<file path="config.mk">
export PLATFORM = sky130hd
export DESIGN_NAME = core_halt_run_handshake
export DESIGN_NICKNAME = d
export VERILOG_FILES = /design/src/rtl/core_halt_run_handshake.v
export VERILOG_INCLUDE_DIRS = /design/src /design/src/common
export SDC_FILE = /design/constraint.sdc
export NUM_CORES = 1
export LEC_CHECK = 0
export BUFFER_PORTS_ARGS = -buffer_cell sky130_fd_sc_hd__buf_2
export CAP_MARGIN = 20
export CORE_ASPECT_RATIO = 0.8
export CORE_MARGIN = 3
export CORE_UTILIZATION = 55
export DETAILED_ROUTE_END_ITERATION = 12
export GPL_ROUTABILITY_DRIVEN = 0
export HOLD_SLACK_MARGIN = 0.03
export PLACE_DENSITY = 0.76
export SLEW_MARGIN = 40
export SYNTH_ARGS = -nofsm -noshare
export SYNTH_HDL_FRONTEND = slang
export SYNTH_SLANG_ARGS = --single-unit
</file>
<file path="constraint.sdc">
create_clock -name clk -period 4.7 [get_ports clk]
set_input_delay 0.47 -clock clk [delete_from_list [all_inputs] [get_ports clk]]
set_output_delay 0.47 -clock clk [all_outputs]
set_load 0.1 [all_outputs]
</file>
<file path="src/common/halt_run_defines.vh">
`ifndef HALT_RUN_DEFINES_VH
`define HALT_RUN_DEFINES_VH
// Handshake engine states
`define HS_IDLE 2'h0
`define HS_REQ 2'h1
`define HS_DROP 2'h2
`define HS_DONE 2'h3
// Debug entry cause code written by the core on a debug stop
`define DEBUG_CAUSE_HALT 3'h3
// Default ack wait limit in cycles
`define ACK_WAIT_CYCLES 16'h0400
// Ack wait counter step and clear values
`define WAIT_STEP 16'h0001
`define WAIT_CLEAR 16'h0000
// Handshake engine indices
`define ENG_STOP 0
`define ENG_WAKE 1
`define ENG_DSTOP 2
`define ENG_DRES 3
`define NUM_ENG 4
// Synchronized input bit positions
`define SY_STOP_ACK 0
`define SY_WAKE_ACK 1
`define SY_HALT 2
`define SY_DSTOP_ACK 3
`define SY_DRES_ACK 4
`define SY_DMODE 5
`define NUM_SYNC 6
`endif

</file>
<file path="src/rtl/core_halt_run_handshake.v">
`timescale 1ns/100ps
// Overview of operation
// - All requests, acks and status are active high
// - Stop request raised to enter power halt
// - Drop stop request once ack seen
// - Unused power requests held low
// - Wake request four-phase handshake with core
// - Never raise stop and wake together
// - Avoid requesting current state; timeout recovers
// - Debug stop request, core acks after halting
// - Drop debug stop after ack; ack follows
// - No back-to-back debug stop requests; code starts one whenever both debug engines are idle, even if debug halted
// - Unused debug stop request held low
// - Debug resume request, core acks after resuming
// - Drop debug resume after ack; ack follows
// - Resume only while debug halted; wake pending stop
`include "halt_run_defines.vh"
module core_halt_run_handshake #(
  parameter [15:0] ACK_WAIT = `ACK_WAIT_CYCLES
)(
  input wire clk,
  input wire rst_n,
  input wire pwr_enable,
  input wire dbg_enable,
  input wire cmd_stop,
  input wire cmd_wake,
  input wire cmd_dbg_stop,
  input wire cmd_dbg_resume,
  input wire stop_ack,
  input wire wake_ack,
  input wire halt_status,
  input wire dbg_stop_ack,
  input wire dbg_resume_ack,
  input wire dbg_mode_status,
  output reg stop_req,
  output reg wake_req,
  output reg dbg_stop_req,
  output reg dbg_resume_req,
  output reg busy,
  output reg power_halted_state,
  output reg debug_halted_state,
  output reg timeout
);

// ==========================================
// Decode helpers
function is_req;
  input [1:0] s;
  begin
    is_req = (s == `HS_REQ);
  end
endfunction

function is_idle;
  input [1:0] s;
  begin
    is_idle = (s == `HS_IDLE);
  end
endfunction

// ==========================================
// Synchronizers
wire [`NUM_SYNC-1:0] async_in;
wire [`NUM_SYNC-1:0] sync_out;
assign async_in[`SY_STOP_ACK] = stop_ack;
assign async_in[`SY_WAKE_ACK] = wake_ack;
assign async_in[`SY_HALT] = halt_status;
assign async_in[`SY_DSTOP_ACK] = dbg_stop_ack;
assign async_in[`SY_DRES_ACK] = dbg_resume_ack;
assign async_in[`SY_DMODE] = dbg_mode_status;
genvar gi;
generate
  for (gi = 0; gi < `NUM_SYNC; gi = gi + 1)
  begin : g_sync
    reg ff1;
    reg ff2;
    always @(posedge clk or negedge rst_n)
    begin
      if (!rst_n)
      begin
        ff1 <= 1'b0;
        ff2 <= 1'b0;
      end
      else
      begin
        ff1 <= async_in[gi];
        ff2 <= ff1;
      end
    end
    assign sync_out[gi] = ff2;
  end
endgenerate
wire s_stop_ack = sync_out[`SY_STOP_ACK];
wire s_wake_ack = sync_out[`SY_WAKE_ACK];
wire s_halt = sync_out[`SY_HALT];
wire s_dstop_ack = sync_out[`SY_DSTOP_ACK];
wire s_dres_ack = sync_out[`SY_DRES_ACK];
wire s_dmode = sync_out[`SY_DMODE];

// ==========================================
// Handshake engines: 0 stop, 1 wake, 2 debug stop, 3 debug resume
wire [2*`NUM_ENG-1:0] st_all;
wire [2*`NUM_ENG-1:0] next_all;
wire [1:0] st_stop = st_all[2*`ENG_STOP +: 2];
wire [1:0] st_wake = st_all[2*`ENG_WAKE +: 2];
wire [1:0] st_dstop = st_all[2*`ENG_DSTOP +: 2];
wire [1:0] st_dres = st_all[2*`ENG_DRES +: 2];
wire [1:0] next_stop = next_all[2*`ENG_STOP +: 2];
wire [1:0] next_wake = next_all[2*`ENG_WAKE +: 2];
wire [1:0] next_dstop = next_all[2*`ENG_DSTOP +: 2];
wire [1:0] next_dres = next_all[2*`ENG_DRES +: 2];
wire [`NUM_ENG-1:0] ackv;
wire [`NUM_ENG-1:0] abort;
reg [`NUM_ENG-1:0] start;
reg [15:0] wait_cnt;
reg stop_pending;
wire pwr_req_open = is_req(st_stop) || is_req(st_wake);
wire any_busy = !is_idle(st_stop) || !is_idle(st_wake) || !is_idle(st_dstop) || !is_idle(st_dres);
wire next_busy = !is_idle(next_stop) || !is_idle(next_wake) || !is_idle(next_dstop) || !is_idle(next_dres);
wire dbg_free = is_idle(st_dstop) && is_idle(st_dres);
wire wait_over = (wait_cnt == ACK_WAIT);
assign ackv[`ENG_STOP] = s_stop_ack;
assign ackv[`ENG_WAKE] = s_wake_ack;
assign ackv[`ENG_DSTOP] = s_dstop_ack;
assign ackv[`ENG_DRES] = s_dres_ack;
// Power requests give way to a timeout or a debug stop
assign abort[`ENG_STOP] = wait_over || dbg_stop_req;
assign abort[`ENG_WAKE] = wait_over || dbg_stop_req;
assign abort[`ENG_DSTOP] = 1'b0;
assign abort[`ENG_DRES] = 1'b0;

// Command acceptance, debug first
wire take_dstop = dbg_enable && cmd_dbg_stop && dbg_free;
wire take_dres = dbg_enable && cmd_dbg_resume && s_dmode && dbg_free;
wire pwr_ok = pwr_enable && !any_busy && !s_dmode;
wire take_stop = cmd_stop && !cmd_wake && !s_halt;
wire take_wake = cmd_wake && !cmd_stop && (s_halt || stop_pending);

always @*
begin
  start = {`NUM_ENG{1'b0}};
  if (take_dstop)
    start[`ENG_DSTOP] = 1'b1;
  else if (take_dres)
    start[`ENG_DRES] = 1'b1;
  else if (pwr_ok && take_stop)
    start[`ENG_STOP] = 1'b1;
  else if (pwr_ok && take_wake)
    start[`ENG_WAKE] = 1'b1;
end

genvar hi;
generate
  for (hi = 0; hi < `NUM_ENG; hi = hi + 1)
  begin : g_hs
    reg [1:0] cur;
    reg [1:0] nxt;
    always @*
    begin
      nxt = cur;
      case (cur)
        `HS_IDLE:
          if (start[hi])
            nxt = `HS_REQ;
        `HS_REQ:
          if (ackv[hi] || abort[hi])
            nxt = `HS_DROP;
        `HS_DROP:
          if (!ackv[hi])
            nxt = `HS_DONE;
        `HS_DONE:
          nxt = `HS_IDLE;
        default:
          nxt = `HS_IDLE;
      endcase
    end
    always @(posedge clk or negedge rst_n)
    begin
      if (!rst_n)
        cur <= `HS_IDLE;
      else
        cur <= nxt;
    end
    assign st_all[2*hi +: 2] = cur;
    assign next_all[2*hi +: 2] = nxt;
  end
endgenerate

// ==========================================
// Requests to the core
always @(posedge clk or negedge rst_n)
begin
  if (!rst_n)
  begin
    stop_req <= 1'b0;
  end
  else
  begin
    stop_req <= is_req(next_stop);
  end
end

always @(posedge clk or negedge rst_n)
begin
  if (!rst_n)
  begin
    wake_req <= 1'b0;
  end
  else
  begin
    wake_req <= is_req(next_wake);
  end
end

always @(posedge clk or negedge rst_n)
begin
  if (!rst_n)
  begin
    dbg_stop_req <= 1'b0;
  end
  else
  begin
    dbg_stop_req <= is_req(next_dstop);
  end
end

always @(posedge clk or negedge rst_n)
begin
  if (!rst_n)
  begin
    dbg_resume_req <= 1'b0;
  end
  else
  begin
    dbg_resume_req <= is_req(next_dres);
  end
end

// ==========================================
// Status
always @(posedge clk or negedge rst_n)
begin
  if (!rst_n)
  begin
    busy <= 1'b0;
  end
  else
  begin
    busy <= next_busy;
  end
end

always @(posedge clk or negedge rst_n)
begin
  if (!rst_n)
  begin
    power_halted_state <= 1'b0;
  end
  else
  begin
    power_halted_state <= s_halt;
  end
end

always @(posedge clk or negedge rst_n)
begin
  if (!rst_n)
  begin
    debug_halted_state <= 1'b0;
  end
  else
  begin
    debug_halted_state <= s_dmode;
  end
end

// ==========================================
// Pending stop, ack wait and timeout
always @(posedge clk or negedge rst_n)
begin
  if (!rst_n)
    stop_pending <= 1'b0;
  else if (start[`ENG_STOP])
    stop_pending <= 1'b1;
  else if (st_wake == `HS_DONE || s_halt)
    stop_pending <= 1'b0;
end

always @(posedge clk or negedge rst_n)
begin
  if (!rst_n)
    wait_cnt <= `WAIT_CLEAR;
  else if (pwr_req_open && !wait_over)
    wait_cnt <= wait_cnt + `WAIT_STEP;
  else if (!pwr_req_open)
    wait_cnt <= `WAIT_CLEAR;
end

always @(posedge clk or negedge rst_n)
begin
  if (!rst_n)
    timeout <= 1'b0;
  else if (pwr_req_open && wait_over && !ackv[`ENG_STOP] && !ackv[`ENG_WAKE])
    timeout <= 1'b1;
  else if (start[`ENG_STOP] || start[`ENG_WAKE])
    timeout <= 1'b0;
end

endmodule
</file>
# Word level (Yosys, flattened, before mapping)
# Cells that the tools add are included.
# word_totals
regBits,45
in_bits,14
out_inout_bits,8
elab_cells,132
# op_classes
addsub,1
eq_ne,18
n_mux,30
reduce_logical,57
# ops
op,count
2-to-1 mux 16 bit,2
one-hot mux 2 bit (4 select lines),4
2-to-1 mux 2 bit,14
logical AND 1 bit,18
adder 16 x 1 -> 16 bit (second input constant),1
equality test 16 x 11 -> 1 bit (second input constant),1
equality test 2 x 1 -> 1 bit (second input constant),8
equality test 2 bit (second input constant),8
logical NOT 1 bit,16
logical NOT 2 bit,8
logical OR 1 bit,13
2-to-1 mux 1 bit,10
nonzero test 2 bit,2
!= test 2 x 1 -> 1 bit (second input constant),1

# Depth between registers and ports, before layout
# logic_depth
ltp_word,20
depth_mapped,6
ltp_nobuf,6

# Least setup slack after synthesis
# OpenSTA, ideal clock, no wires.
# synth_path
path_type,reg-to-reg
start,register wait_cnt[0]
end,register g_hs[1].cur[0]
setup_time_ns,0.087
arrival_ns,1.647
required_time_ns,4.613
path_slack_ns,2.967
stages_incl_launch_ff,7
path_buffers,0
synth_period_minus_slack_ns,1.733
cell_sequence,dfrtp_1 -> inv_1 -> ha_1 -> nor4b_2 -> nand4_2 -> or4b_2 -> o211ai_1
# synth_via
elab_chain_len,5
# synth_rtl
element,line_no,source
"start, declared",core_halt_run_handshake.v:115,reg [15:0] wait_cnt;
"start signal, assigned",core_halt_run_handshake.v:292,wait_cnt <= `WAIT_CLEAR;
"start signal, assigned",core_halt_run_handshake.v:294,wait_cnt <= wait_cnt + `WAIT_STEP;
"start signal, assigned",core_halt_run_handshake.v:296,wait_cnt <= `WAIT_CLEAR;
equality test 16 x 11 -> 1 bit,core_halt_run_handshake.v:121,wire wait_over = (wait_cnt == ACK_WAIT);
logical OR 1 bit,core_halt_run_handshake.v:128,assign abort[`ENG_WAKE] = wait_over || dbg_stop_req;
logical OR 1 bit,core_halt_run_handshake.v:166,if (ackv[hi] || abort[hi])
2-to-1 mux 2 bit,core_halt_run_handshake.v:166,
one-hot mux 2 bit (4 select lines),core_halt_run_handshake.v:161,case (cur)
named net g_hs[1].nxt[0],core_halt_run_handshake.v:157,reg [1:0] nxt;
"end signal, assigned",core_halt_run_handshake.v:180,cur <= `HS_IDLE;
"end signal, assigned",core_halt_run_handshake.v:182,cur <= nxt;
"end, declared",core_halt_run_handshake.v:156,reg [1:0] cur;
# The timed path passes the listed nets, and every way through them passes these cells.
# A chain may end at the register's enable or synchronous reset.

# Worst setup path after layout
# Same ends and word-level chain as after synthesis.

==> metrics <==
Die ar.=0.00423 mm²; clock sink count=45; CP Launch Point=wait_cnt[0]; I/O Pins=22; Detailed Route WL=3.44 mm; GRT overflow=0; ANT cells=0; Root Driver=clkbuf_8; final setup margin=2.80 ns; Total GRT Usage=0.182; Port Buf Inserts=21; drt via density=5.58; Core ar.=0.00320 mm²; reg2reg start=wait_cnt[0]; DR vias=roughly 1300; share of cells above drive strength 1=0.184; First DRT Iteration DRCs=94; synthesized instance count=170; Detail Route Antenna Nets=0; DRC violations left=0; total CTS buffers=5; clock skew=approximately 0.008 ns; Max clock buf depth=2; first-pass GRT wire length=5.88 mm; Max H-tree Level=2; final setup fails=0; Yosys cell types=40; Max IR drop VDD=0.340 mV; Leak Pwr=0.972 nW; CP endpoint=g_hs[1].cur[0]; CP max FO=8; hold buffer count at CTS=0; Fmax achieved=526 MHz; Power Density=~520 mW/mm²; Setup crit end kind=register; r2r endpoint=g_hs[1].cur[0]; post-DP HPWL=~2.5 mm; Skew-Pair Late Insertion Delay=0.30 ns; Final Max Tran Viols=0; hold crit path type=primary input to asynchronous set/reset pin; dominant synthesized flop cell=dfrtp_1; YS warnings=0; CP Class=register to register; RSZ-0062 raised after global routing=no; CTS tree=yes; Seq/Total Area, Yosys=0.588; Inst Count DP=~230; Post-synth ARST share=1.00; average routed wire per standard cell=about 15 µm; Final TNS setup=0 ns; outcome=finished, final reports clean; DR pass1 iterations=4; Avg Cell Area, Syn=around 11 µm²; Max-Cap Viols=0; Worst Max-Slew Pin Slew=0.652 ns; Seq cells post-synth=between 40 and 50; # nets final=211; Setup Buffers After CTS=0; Finished Layout Cells=236; Resized Gates After CTS=0; vias in the first global route=between 1000 and 1500; initial core utilization=0.599; syn_nets=186; Worst EP required=4.90 ns; Core Rows=18; largest net degree at the start of global routing=46; synth-to-layout area growth=14.8%; post-route clock period utilization=0.405; Setup crit start kind=register; Post-synth EDFFs=0; pre-CTS setup slack=about 2.8 ns; die height=a little under 60 µm; Die X=between 70 and 80 µm; CTS clk-pin slew, worst paths=about 0.09 ns; relative slew slack=0.554; Final min period=1.90 ns; final hold viol count=0; CP arrival=2.11 ns; R2R depth=6; Netlist Area Pre-Place=between 0.0015 and 0.002 mm²; initial antenna violation count=0; R2R Setup Slk=between 2 and 3 ns
layer usage:
metal  up-vias  GRT usage  wire [µm]
met2        36      0.240       1430
met3         5     0.0495        202
met1       636      0.285       1770
met5         -          0          0
li1        639          -          -
met4         0     0.0697         38
cells by family (layout without fill, tap and decap cells):
logic type	count (synthesis)	after routing	share of synthesized area
AO/OA/AOI/OAI	19	19	0.0679
multiplexers	3	3	0.0157
adder cells (fa/ha/maj)	2	2	0.0131
XOR/XNOR	15	15	0.0686
AND/OR/NAND/NOR	76	76	0.227
flip-flops	45	45	0.588
buffers and inverters	10	36	0.0196
flip-flops by register name, summed over array words and instances (netlist names):
| name | cells |
|---|---|
| busy | 1 |
| dbg_resume_req | 1 |
| dbg_stop_req | 1 |
| debug_halted_state | 1 |
| g_hs.cur | 8 |
| g_sync.ff1 | 6 |
| g_sync.ff2 | 6 |
| power_halted_state | 1 |
| stop_pending | 1 |
| stop_req | 1 |
| timeout | 1 |
| wait_cnt | 16 |
| wake_req | 1 |
Yosys cell counts (2+ instances only):
master,instances,share of area
and3_1,2,0.0065
nor4_1,5,0.016
xor2_1,3,0.014
nor2b_1,2,0.0065
nand3_1,8,0.021
nand2b_1,6,0.020
mux2i_1,3,0.016
nor3_1,4,0.010
nand4_1,5,0.016
nand2_1,13,0.025
nor2_1,17,0.033
xnor2_1,12,0.055
inv_1,7,0.014
a21oi_1,4,0.010
o21ai_0,4,0.010
and2_1,2,0.0065
nand3b_1,2,0.0078
dfrtp_1,45,0.59
clkbuf_1,3,0.0059
ha_1,2,0.013
nor3b_1,2,0.0078
where the power goes:
part	internal [mW]	switching, mW
logic	0.0923	0.209
clock network	0.214	0.129
registers	0.442	0.0590
per-stage QoR:
step | hold slack, ns | total power [mW] | instance area (µm²) | utilization
final | 0.153 | 1.15 | 2200 | 0.688
after global routing | 0.203 | 1.20 | 2200 | 0.688
after CTS | 0.172 | 1.15 | 2200 | 0.688
after detailed placement | 0.336 | 0.809 | 2060 | 0.645
after global placement | 0.332 | 0.795 | 2060 | 0.644
after floorplan | 0.174 | 0.741 | 1920 | -
cell usage in the layout (no fill, tap or decap), drive strengths merged, types with 2 or more instances in the layout:
cell    count
a21o        2
a21oi       4
and2        2
and3        2
buf        21
bufinv      2
clkbuf      5
dfrtp      45
ha          2
inv         8
mux2i       3
nand2      13
nand2b      6
nand3       8
nand3b      2
nand4       6
nor2       17
nor2b       2
nor3        4
nor3b       2
nor4        7
o21ai       5
xnor2      12
xor2        3
worst max-delay path: stages (launching register included):
cell	delay, ns
dfrtp_1	0.45
inv_1	0.07
ha_1	0.19
nor4b_2	0.16
nand4_2	0.20
or4b_2	0.63
o211ai_1	0.12
final cells by class:
type	count	area, µm²
Multi-Input combinational cell	115	752
Timing Repair Buffer	21	108
Sequential cell	45	1130
Clock inverter	3	68.8
Inverter	7	26.3
Clock buffer	5	68.8
Tap cell	40	50.0
Fill cell	235	998
worst min path at each step:
stage | to | slack (ns) | depth (start not counted)
2_1_floorplan | busy | 0.17 | 0
3_3_place_gp | g_sync[4].ff2 | 0.33 | 0
3_5_place_dp | g_sync[4].ff2 | 0.34 | 0
4_1_cts | wait_cnt[8] | 0.17 | 1
5_1_grt | wait_cnt[1] | 0.20 | 1
6_report | wait_cnt[8] | 0.15 | 1
(Power assumes the default switching activity.)
